===== src/arb_pkg.sv =====
// package of constants and types for the bus arbitration and
// cycle termination block
// assumes a single 25 MHz clock and synchronous active-high reset
package arb_pkg;
   // -------------------------------------------------------------
   // timing
   // -------------------------------------------------------------
   localparam int CLK_PERIOD_NS   = 40;
   // bus states per cycle, S0..S7 walked two per clock by counter
   localparam logic [2:0] ST_S0   = 3'h0;
   localparam logic [2:0] ST_S4   = 3'h2;
   localparam logic [2:0] ST_S7   = 3'h3;
   // cycles halt must trail the error release for a clean re-run
   localparam logic [1:0] RERUN_GAP = 2'h1;
   // regrant window after grant negation, in clocks
   localparam logic [1:0] REGRANT_MAX = 2'h2;
   // exception entry length in bus cycles, all four reads at ERR_VECTOR_ADDR
   localparam logic [2:0] EXC_CYCLES = 3'h4;
   localparam logic [23:0] ERR_VECTOR_ADDR = 24'h000008;

   // -------------------------------------------------------------
   // arbitration states
   // -------------------------------------------------------------
   typedef enum logic [4:0] {
      ARB_IDLE    = 5'b00001,
      ARB_WAITAS  = 5'b00010,
      ARB_GRANT   = 5'b00100,
      ARB_OWNED   = 5'b01000,
      ARB_REGRANT = 5'b10000
   } arb_state_t;

   // -------------------------------------------------------------
   // bus cycle states
   // -------------------------------------------------------------
   typedef enum logic [6:0] {
      CYC_IDLE  = 7'b0000001,
      CYC_RUN   = 7'b0000010,
      CYC_ERRHD = 7'b0000100,
      CYC_RHALT = 7'b0001000,
      CYC_EXC   = 7'b0010000,
      CYC_HALT  = 7'b0100000,
      CYC_DEAD  = 7'b1000000
   } cyc_state_t;
endpackage


===== src/arb_unit.sv =====
// bus arbitration state machine (grant and three-state control)
// assumes request inputs are already synchronised to clk
`timescale 1ns/10ps
`default_nettype none
module arb_unit
   import arb_pkg::*;
(
   // clock and reset
   input  wire logic clk,
   input  wire logic sys_rst,
   // synchronised requests, active high
   input  wire logic reqInt,
   input  wire logic ackInt,
   // cycle status from the termination machine
   input  wire logic cycStartNoAs,
   input  wire logic strobeOn,
   // outputs, active high
   output logic      grantOut,
   output logic      threeState
);
   typedef struct packed {
      arb_state_t st;
      logic [1:0] cnt;
   } arb_reg_t;

   arb_reg_t r, nxt;

   always_comb begin
      nxt = r;
      case (r.st)
         ARB_IDLE: begin
            if (reqInt && cycStartNoAs)
               nxt.st = ARB_WAITAS;
            else if (reqInt)
               nxt.st = ARB_GRANT;
         end
         ARB_WAITAS: begin
            // grant one edge later, once the strobe is out
            if (!reqInt)
               nxt.st = ARB_IDLE;
            else
               nxt.st = ARB_GRANT;
         end
         ARB_GRANT: begin
            if (ackInt)
               nxt.st = ARB_OWNED;
            else if (!reqInt)
               nxt.st = ARB_IDLE;
         end
         ARB_OWNED: begin
            nxt.cnt = 2'h0;
            if (!ackInt)
               nxt.st = ARB_IDLE;
            else if (reqInt)
               nxt.st = ARB_REGRANT;
         end
         ARB_REGRANT: begin
            // grant reasserted within a bounded count of clocks
            nxt.cnt = r.cnt + 2'h1;
            if (r.cnt >= REGRANT_MAX - 2'h1)
               nxt.st = ARB_GRANT;
         end
         default: nxt.st = ARB_IDLE;
      endcase
      if (sys_rst) begin
         nxt.st  = ARB_IDLE;
         nxt.cnt = 2'h0;
      end
   end

   always_ff @(posedge clk) begin
      r <= nxt;
   end

   assign grantOut   = (r.st == ARB_GRANT);
   // the bus stays released while the other master holds it and
   // during the regrant gap, so no cycle can start there
   assign threeState = (r.st == ARB_OWNED) || (r.st == ARB_REGRANT)
                       || ((r.st == ARB_GRANT) && !strobeOn);
endmodule
`default_nettype wire


===== src/bus_term_ctrl.sv =====
// bus arbitration and bus cycle termination control
// Operation
// granted master drops its request after asserting its acknowledge.
// pending request after grant negation gets grant again within clocks.
// no external bus cycle starts between grant negation and regrant.
// every async input passes a short synchroniser before use.
// grant and three-state update on first edge after valid input.
// three-state control floats buses once the strobe is negated.
// request during S0 before strobe delays grant by one edge.
// bus error ends cycle; early error negates strobe in S7.
// buses float while error held; stacking waits for its release.
// error entry stacks state then fetches vector two. The code stacks nothing and runs four reads at ERR_VECTOR_ADDR instead.
// error with halt ends cycle, floats, waits, then repeats it.
// outside logic releases error a clock before halt.
// locked read-modify-write cycle never re-runs; error taken instead.
// halt held idles; release and reassert runs one bus cycle.
// cycle completed under halt floats address and data lines.
// arbitration continues normally while halted.
// second bus error before next instruction is double fault, halt.
// re-runs do not count toward double fault; repeat unbounded.
// error before first instruction halts until external reset.
// outside logic changes terminations on rising clock edges.
// error in lieu of or before acknowledge is error termination.
// halt with error re-runs; halt released a cycle after error.
// outside logic releases acknowledge and error with the strobe.
// requester waits for strobe, acknowledge, grant ack negated.
// reset returns arbitration to idle, grant off, float off.
// assumes a core that raises cycReq for each bus cycle it needs and
// a single clock; pins are active low and sampled asynchronously
`timescale 1ns/10ps
`default_nettype none
module bus_term_ctrl
   import arb_pkg::*;
(
   // clock and reset
   input  wire logic        clk,
   input  wire logic        sys_rst,
   // arbitration pins
   input  wire logic        bus_request_n,
   input  wire logic        grant_acknowledge_n,
   output logic             bus_grant_n,
   // termination pins
   input  wire logic        transfer_acknowledge_n,
   input  wire logic        bus_error_n,
   input  wire logic        haltIn_n,
   // core side cycle request
   input  wire logic        cycReq,
   input  wire logic        cycRmw,
   input  wire logic        cycWrite,
   input  wire logic [23:0] cycAddr,
   input  wire logic [15:0] cycWdata,
   input  wire logic        instrStart,
   output logic             cycDone,
   output logic             excActive,
   // bus drive
   output logic             address_strobe_n,
   output logic [23:0]      busAddr,
   output logic             busWrite,
   output logic [15:0]      busWdata,
   output logic             busAddrOe,
   output logic             busDataOe,
   output logic             busCtrlOe,
   output logic             haltedOut
);
   // -------------------------------------------------------------
   // state
   // -------------------------------------------------------------
   typedef struct packed {
      logic [1:0]  reqSy;
      logic [1:0]  ackSy;
      logic [1:0]  dtSy;
      logic [1:0]  beSy;
      logic [1:0]  hlSy;
      cyc_state_t  st;
      logic [2:0]  ph;
      logic        early;
      logic        strobe;
      logic        lockRmw;
      logic [23:0] addr;
      logic [15:0] wdata;
      logic        wr;
      logic        float;
      logic        done;
      logic        excPend;
      logic        inExc;
      logic        booted;
      logic [2:0]  excCnt;
      logic        gapOk;
   } ctl_reg_t;

   ctl_reg_t r, nxt;

   logic reqInt, ackInt, dtInt, beInt, hlInt;
   logic grantOut, threeState;
   logic cycStartNoAs;

   // -------------------------------------------------------------
   // helpers
   // -------------------------------------------------------------
   // an exception raised while one is already being entered, or
   // before any instruction, is fatal
   function automatic logic fatalErr(input logic inExc,
                                     input logic booted);
      fatalErr = inExc || !booted;
   endfunction

   // -------------------------------------------------------------
   // synchronised pins, second stage only is read
   // -------------------------------------------------------------
   assign reqInt = r.reqSy[1];
   assign ackInt = r.ackSy[1];
   assign dtInt  = r.dtSy[1];
   assign beInt  = r.beSy[1];
   assign hlInt  = r.hlSy[1];

   assign cycStartNoAs = (r.st == CYC_RUN) && (r.ph == ST_S0);

   arb_unit u_arb (
      .clk          (clk),
      .sys_rst      (sys_rst),
      .reqInt       (reqInt),
      .ackInt       (ackInt),
      .cycStartNoAs (cycStartNoAs),
      .strobeOn     (r.strobe),
      .grantOut     (grantOut),
      .threeState   (threeState)
   );

   // -------------------------------------------------------------
   // cycle termination machine
   // -------------------------------------------------------------
   always_comb begin
      nxt = r;
      nxt.reqSy = {r.reqSy[0], ~bus_request_n};
      nxt.ackSy = {r.ackSy[0], ~grant_acknowledge_n};
      nxt.dtSy  = {r.dtSy[0], ~transfer_acknowledge_n};
      nxt.beSy  = {r.beSy[0], ~bus_error_n};
      nxt.hlSy  = {r.hlSy[0], ~haltIn_n};
      nxt.done  = 1'b0;
      if (instrStart) begin
         nxt.booted = 1'b1;
         nxt.inExc  = 1'b0;
      end
      case (r.st)
         CYC_IDLE: begin
            // halt held keeps the core idle; arbitration still runs
            nxt.float = hlInt || threeState;
            // a pending request is served first, so a fresh strobe
            // never meets a grant that the other master may take
            if (!hlInt && !threeState && !reqInt
                && (cycReq || r.excPend)) begin
               nxt.st      = CYC_RUN;
               nxt.ph      = ST_S0;
               nxt.float   = 1'b0;
               nxt.early   = 1'b0;
               if (r.excPend) begin
                  nxt.addr    = ERR_VECTOR_ADDR;
                  nxt.wr      = 1'b0;
                  nxt.lockRmw = 1'b0;
               end else begin
                  nxt.addr    = cycAddr;
                  nxt.wr      = cycWrite;
                  nxt.wdata   = cycWdata;
                  nxt.lockRmw = cycRmw;
               end
            end
         end
         CYC_RUN: begin
            if (r.ph != ST_S7)
               nxt.ph = r.ph + 3'h1;
            if (r.ph == ST_S0)
               nxt.strobe = 1'b1;
            if (beInt && r.ph < ST_S4)
               nxt.early = 1'b1;
            if (beInt && r.ph >= ST_S4) begin
               // terminate; strobe dropped in S7 either direction
               nxt.strobe = 1'b0;
               nxt.float  = 1'b1;
               if (hlInt && !r.lockRmw) begin
                  nxt.st = CYC_RHALT;
               end else begin
                  nxt.st = CYC_ERRHD;
               end
            end else if (dtInt && r.ph >= ST_S4 && !r.early) begin
               nxt.strobe = 1'b0;
               nxt.st     = CYC_IDLE;
               nxt.done   = !r.excPend;
               nxt.float  = hlInt;
               if (r.excPend) begin
                  nxt.excCnt = r.excCnt - 3'h1;
                  if (r.excCnt == 3'h1)
                     nxt.excPend = 1'b0;
               end
            end else if (r.early && r.ph == ST_S7) begin
               nxt.strobe = 1'b0;
            end
         end
         CYC_ERRHD: begin
            // hold the buses off until the error line goes away
            nxt.float = 1'b1;
            if (!beInt) begin
               if (fatalErr(r.inExc, r.booted)) begin
                  nxt.st = CYC_DEAD;
               end else begin
                  nxt.st      = CYC_IDLE;
                  nxt.excPend = 1'b1;
                  nxt.inExc   = 1'b1;
                  nxt.excCnt  = EXC_CYCLES;
               end
            end
         end
         CYC_RHALT: begin
            // re-run: no exception counted, cycle kept intact
            nxt.float = 1'b1;
            if (!beInt)
               nxt.gapOk = 1'b1;
            if (!hlInt && !r.gapOk) begin
               // halt let go with or ahead of the error: trap instead
               nxt.st    = CYC_ERRHD;
               nxt.gapOk = 1'b0;
            end else if (!hlInt && !beInt && !threeState && !reqInt) begin
               nxt.st    = CYC_RUN;
               nxt.ph    = ST_S0;
               nxt.early = 1'b0;
               nxt.float = 1'b0;
               nxt.gapOk = 1'b0;
            end
         end
         CYC_DEAD: begin
            // only reset leaves here
            nxt.float  = 1'b1;
            nxt.strobe = 1'b0;
         end
         default: nxt.st = CYC_IDLE;
      endcase
      if (sys_rst) begin
         nxt         = '0;
         nxt.st      = CYC_IDLE;
      end
   end

   always_ff @(posedge clk) begin
      r <= nxt;
   end

   // -------------------------------------------------------------
   // outputs
   // -------------------------------------------------------------
   assign bus_grant_n      = ~grantOut;
   assign address_strobe_n = ~r.strobe;
   assign busAddr          = r.addr;
   assign busWdata         = r.wdata;
   assign busWrite         = r.wr;
   // float only once the strobe has dropped
   assign busAddrOe = !r.strobe ? !(r.float || threeState) : 1'b1;
   assign busDataOe = busAddrOe && r.wr && (r.st == CYC_RUN);
   assign busCtrlOe = !r.strobe ? !threeState : 1'b1;
   assign cycDone   = r.done;
   assign excActive = r.excPend;
   assign haltedOut = (r.st == CYC_DEAD) || (r.st == CYC_RHALT)
                      || (r.st == CYC_IDLE && hlInt && r.float);
endmodule
`default_nettype wire


===== config.mk =====
export PLATFORM = sky130hd
export DESIGN_NAME = bus_term_ctrl
export DESIGN_NICKNAME = d
export VERILOG_FILES = /design/src/arb_pkg.sv /design/src/arb_unit.sv /design/src/bus_term_ctrl.sv
export SDC_FILE = /design/constraint.sdc
export NUM_CORES = 1
export LEC_CHECK = 0
export BUFFER_PORTS_ARGS = -buffer_cell sky130_fd_sc_hd__buf_2
export CAP_MARGIN = 20
export CORE_AREA = 5 5 92 94
export DETAILED_ROUTE_END_ITERATION = 16
export DIE_AREA = 0 0 97 99
export PLACE_DENSITY = 0.81
export SLEW_MARGIN = 20
export SYNTH_ARGS = -nofsm -noshare
export SYNTH_HDL_FRONTEND = slang
export SYNTH_SLANG_ARGS = --single-unit

===== constraint.sdc =====
create_clock -name clk -period 4.2 [get_ports clk]
set_input_delay 0.84 -clock clk [delete_from_list [all_inputs] [get_ports clk]]
set_output_delay 0.84 -clock clk [all_outputs]
set_load 0.005 [all_outputs]

# Word-level counts from Yosys, hierarchy flattened
# Cells that the tools add are included.
# W data, S select, Z words.
# totals
elab_cells	183
in_bits	51
output_inout_bits	49
reg_bits	80
# classes
eq_ne	31
n_addsub	3
n_bitwise	11
n_lt_le_gt_ge	3
n_reduce_logical	58
n_mux	55
# op_table
cell	n
$mux W5	7
$mux W7	5
$pmux W7 S5	1
$mux W25	1
$pmux W5 S5	1
$mux W3	8
$mux W11	2
$logic_and A1 B1 Y1	20
$reduce_and A5 Y1	4
$mux W1	19
$ne A2 B2 Y1 const B	7
$pmux W4 S3	1
$logic_not A1 Y1	11
$not A1 Y1	11
$ne A3 B3 Y1 const B	3
$logic_or A1 B1 Y1	8
$mux W4	2
$ne A2 B1 Y1 const B	4
$reduce_and A2 Y1	4
$eq A7 B1 Y1 const B	1
$eq A7 B2 Y1 const B	1
$eq A7 B3 Y1 const B	1
$eq A7 B4 Y1 const B	1
$eq A7 B7 Y1 const B	1
30 further kinds	37

# Depth between registers and ports, before layout
# logic_depth
depth_word	9
ltp_mapped	8
mapped_depth_nobuf	7

# By module
# Synthesis repeated with hierarchy kept, for this count alone.
# hier_totals
cells_unflattened	477
hier_area_um2	3903.7
# by_module_without_submodules
module	seq_area_each_um2	area_each_um2	n_inst	cells_per_inst
bus_term_ctrl	1421.4	3408.3	1	410
arb_unit	140.1	495.5	1	67

# Worst setup path after synthesis
# No wires, ideal clock.
# synth_path
path_type	reg2out
start	register u_arb.r[4] (netlist name)
end	output port busDataOe
n_path_buf	1
path_stages_with_launch	6
arrival_time_ns	1.345
required_ns	3.360
slack_ns	2.015
path_cell_list	dfxtp_1 -> nor3b_1 -> o311a_1 -> buf_6 -> o21ai_0 -> and3_1
# synth_via
elab_chain_cells	8
word_cells_on_any_way	11
cone_classes	eq/ne: 3; mux: 1; reduce/logical: 7
# synth_rtl
item	line	rtl
start, declared	arb_unit.sv:26	arb_reg_t r, nxt;
start signal, assigned	arb_unit.sv:72	r <= nxt;
$eq A5 B4 Y1, or another cell as far along	arb_unit.sv:78	assign threeState = (r.st == ARB_OWNED) || (r.st == ARB_REGRANT)
$logic_or A1 B1 Y1 / $logic_and A1 B1 Y1 (equally long branches)	arb_unit.sv:78, arb_unit.sv:79	
$logic_or A1 B1 Y1 (*)	arb_unit.sv:79	|| ((r.st == ARB_GRANT) && !strobeOn);
$logic_or A1 B1 Y1 (*)	bus_term_ctrl.sv:255	assign busAddrOe = !r.strobe ? !(r.float || threeState) : 1'b1;
$logic_not A1 Y1 (*)	bus_term_ctrl.sv:255	
$mux W1 (*)	bus_term_ctrl.sv:255	
via busAddrOe	bus_term_ctrl.sv:60	output logic busAddrOe,
$logic_and A1 B1 Y1 (*) (2 in series)	bus_term_ctrl.sv:256	assign busDataOe = busAddrOe && r.wr && (r.st == CYC_RUN);
end, declared	bus_term_ctrl.sv:61	output logic busDataOe,
# Mark *: on every way through the listed nets, which the timed path passes. The rest lies on a longest branch.

# Worst setup path in the final report
# layout_path
start	register u_arb.r[5] (netlist name)
end	output port busDataOe
# layout_via
elab_chain_cells	8
word_cells_on_any_way	11
cone_classes	eq/ne: 3; mux: 1; reduce/logical: 7
# layout_rtl
item	line
$eq A5 B4 Y1, or another cell as far along	arb_unit.sv:78
$logic_or A1 B1 Y1 / $logic_and A1 B1 Y1 (equally long branches)	arb_unit.sv:78, arb_unit.sv:79
$logic_or A1 B1 Y1 (*)	arb_unit.sv:79
$logic_or A1 B1 Y1 (*)	bus_term_ctrl.sv:255
$logic_not A1 Y1 (*)	bus_term_ctrl.sv:255
$mux W1 (*)	bus_term_ctrl.sv:255
$logic_and A1 B1 Y1 (*) (2 in series)	bus_term_ctrl.sv:256
# Every way passes the cells marked *; elsewhere a longest branch is shown, timed or not.

==> implementation parameters <==
Parameter                              Value

Worst setup path
  Crit path required time    3.36 ns
  CP endpoint    busDataOe
  Slowest Stage Delay on Critical Path    0.57 ns
  Crit path capture type    output pin
  Logic depth of the worst register-to-register path    5
  Critical path cell sequence    nor2b_1, o311a_1, o21ai_0, and3_1, buf_2
  Signal arrival time at the worst endpoint    between 2 and 2.5 ns
  Startpoint of the most critical setup path    u_arb.r[5]
  Startpoint kind of the worst setup timing path    flop
  Max FO, Critical Path    13
  Worst reg2reg endpoint    r[52]
  Slack of the worst reg-to-reg path    1.86 ns
  Class of the most critical setup path    reg -> out
  Launch point of the worst reg-to-reg path    u_arb.r[5]
  Worst path slowest cell    sky130_fd_sc_hd__dfxtp_1

Route
  Residual DRC    0
  Mean routed wirelength per cell    between 10 and 15 um
  First drt pass iteration count    5
  Via density per instance    ~5.3
  Antenna-violating nets left    0
  Post-detailed-routing wire length    between 8000 and 9000 um
  DR iter-0 viols    114
  Number of vias after detailed routing    ~3400

Clocking
  Cell chosen for the clock root    sky130_fd_sc_hd__clkbuf_8
  Number of hold buffers added after CTS    0
  Resize count post-CTS    0
  Count of H-tree levels built during CTS    3
  Worst skew pair latency    ~0.35 ns
  Post-CTS repair timing setup buffer count    0
  Maximum root-to-sink buffer count    2
  Clock tree from TritonCTS    done
  Number of buffers added by the clock tree synthesis step    9
  Clock sink total    between 70 and 80
  Clock slew at the register clock pins of the worst setup and hold paths    about 0.080 ns

Min path
  Worst min-delay path class    reg -> reg

Floorplan
  Die span in y    slightly below 100 um
  Placeable core area    7567 sq um
  Initial core utilization    0.5284
  Boundary Pins    100
  Horizontal die dimension    97 um
  Die area    slightly below 10000 sq um
  Standard-cell row count    32

Placed design
  Placed cell count    618
  Buffers added on ports    approximately 100
  Instance area at placement    a little over 4000 sq um
  Post-DP HPWL    between 6000 and 7000 um
  Final estimated routing congestion in global placement    0.8833
  Post-Place Setup Slack    1.559 ns

STA
  Shortest clock period the worst path allows after layout    3.026 ns
  Pins Over Slew Limit    0
  Slack of the critical path    1.174 ns
  Unrepaired setup endpoints after global routing    no
  Headroom to the max-slew limit    0.3804
  Maximum frequency from static timing analysis    about 330 MHz
  Number of hold violations in the final report    0
  Post-route clock skew    0.01245 ns
  Final setup violation count    0
  Slew at the pin closest to its max-slew limit    slightly above 0.9 ns
  Final cycle utilization of the critical path    0.7205
  Sum of negative setup slack    0 ns

Global route
  Overall Global Routing Usage    0.1850
  Antenna violations before repair    0
  First-pass GRT wire length    14830 um
  Number of global-route vias before repair    about 3200
  GR Overflow Total    0
  Maximum number of pins on one net before global-route repair    45

Final layout
  Layout Cells excl Fill    634
  Number of inserted filler cells in the final layout    690
  Fraction of final layout cells with drive strength greater than 1    0.2462
  Number of antenna repair diodes    0
  Layout Utilization    0.5739
  Nets    a little under 600
  Cell area after layout    roughly 4300 sq um
  Area growth syn-to-layout    8.605%

Logic synthesis
  Mapped Nets    ~550
  Synth Instances    around 500
  Combined area of all synthesized cells    around 4000 sq um
  Count of cell types in the netlist    between 60 and 70
  Primary FF master, synth    sky130_fd_sc_hd__dfxtp_1
  Number of synthesized flops with an enable pin    0
  Post-Synthesis Mean Instance Area    ~8 sq um
  Number of synthesized register bits    78
  Yosys warning total    0
  Register area share after synthesis    0.3905
  Async set-or-reset flop fraction in the synthesized netlist    0

Pwr
  Power per cell area    just under 500 nW/um^2
  Peak supply drop    0.2295 mV
  Leakage power    1.776 nW

Run status
  Result of the run    finished clean

Flow run
  Count of max-cap constraint violations    0
==> metal layers <==
layer  track usage  wire [um]  part of all wire  vias up
met5             0          0                 0        -
met4       0.07667        111             0.012        0
met3       0.05237        603             0.068       10
met2        0.2962       4094              0.46      114
met1        0.2348       4094              0.46     1514
li1              -          -                 -     1712
==> cell families after synthesis <==
family / share of synthesized area
xor gates and xnor gates: 0.008763
muxes: 0.007510
AOI/OAI and AO/OA: 0.1646
DFF: 0.3905
and+or+nand+nor: 0.2735
adders and majority gates: 0.02440
buffers and inverters: 0.1308
==> state kept, by name (all words and copies together), names as in the netlist <==
register   flops
hlInt          1
busWrite       1
busWdata      16
busAddr       24
dtInt          1
excActive      1
beInt          1
cycDone        1
ackInt         1
r             24
u_arb.r        7
==> power breakdown <==
group	leakage [nW]	internal [mW]	switching (mW)
combinational	1.05	0.261	0.363
clock	0.0903	0.239	0.297
sequential	0.637	0.842	0.0897
total	1.78	1.34	0.749
==> cells in the final DEF (no fill, tap or decap), drive strengths merged, types with 2 or more instances in the layout <==
cell,instances
xor2,2
dfxtp,78
nand2b,5
o211ai,4
a311oi,2
or3,9
a211oi,2
o31ai,2
xnor2,2
a21o,2
nand2,73
ha,7
nand4,3
a21oi,58
o21ai,12
mux2i,3
clkinvlp,2
nor3,16
and2,3
o21a,4
nand3,9
nor4,2
nor2b,11
clkbuf,10
nor3b,4
o21ba,2
a31oi,2
nor2,33
buf,100
o41ai,2
nand3b,29
and3,2
inv,17
==> metrics by stage <==
step	power [mW]	hold WS, ns
finish	2.092	0.4439
global route	2.245	0.4582
CTS	2.112	0.4475
detailed placement	1.571	0.4283
global placement	1.551	0.4177
floorplan	1.492	0.4138
==> how the worst min path moves through the flow <==
stage | start | to | slack, ns | cells past startpoint
3_5_place_dp | r[63] | hlInt | 0.43 | 1
4_1_cts | r[63] | hlInt | 0.45 | 1
5_1_grt | r[69] | ackInt | 0.46 | 1
2_1_floorplan | r[69] | ackInt | 0.41 | 1
6_report | r[67] | dtInt | 0.44 | 1
3_3_place_gp | r[63] | hlInt | 0.42 | 1
==> cells in the mapped netlist, drive strengths merged (2+ instances only) <==
cell type | count | area [sq um]
nand2 | 73 | 274.0
ha | 7 | 87.58
nand4 | 3 | 18.77
o31ai | 2 | 28.78
or3 | 9 | 56.30
nand3 | 9 | 45.04
a31oi | 2 | 12.51
nand3b | 29 | 217.7
xor2 | 2 | 17.52
o211ai | 4 | 30.03
nor2b | 11 | 68.82
nand2b | 5 | 31.28
o41ai | 2 | 17.52
mux2i | 3 | 30.03
inv | 13 | 48.80
xnor2 | 2 | 17.52
and2 | 3 | 18.77
nor4 | 2 | 12.51
nor3b | 4 | 35.03
o21ai | 12 | 60.06
buf | 56 | 410.4
a311oi | 2 | 17.52
and3 | 2 | 12.51
o21a | 4 | 30.03
nor3 | 16 | 101.4
a211oi | 2 | 15.01
a21oi | 58 | 301.5
a21o | 2 | 15.01
dfxtp | 78 | 1562
o21ba | 2 | 20.02
nor2 | 33 | 131.4
clkbuf | 17 | 63.81
==> layout make-up <==
cell class                      instances  area [sq um]  share of cell area
Timing Repair Buffer                  100         503.0              0.1158
Sequential cell                        78          1562              0.3596
Multi-Input combinational cell        325          1914              0.4408
Tap cell                              102         127.6             0.02939
Inverter                               13         48.80             0.01124
Clock buffer                           10         137.6             0.03169
Clock inverter                          6         50.05             0.01152
==> worst max-delay path: cells and delay by family, from the launching register on <==
kind                   cells  cell delay [ns]
flip-flops                 1             0.57
AO/OA/AOI/OAI              2             0.70
buffers and inverters      1             0.12
AND/OR/NAND/NOR            2             0.45
Power figures use the tool's default switching activity.
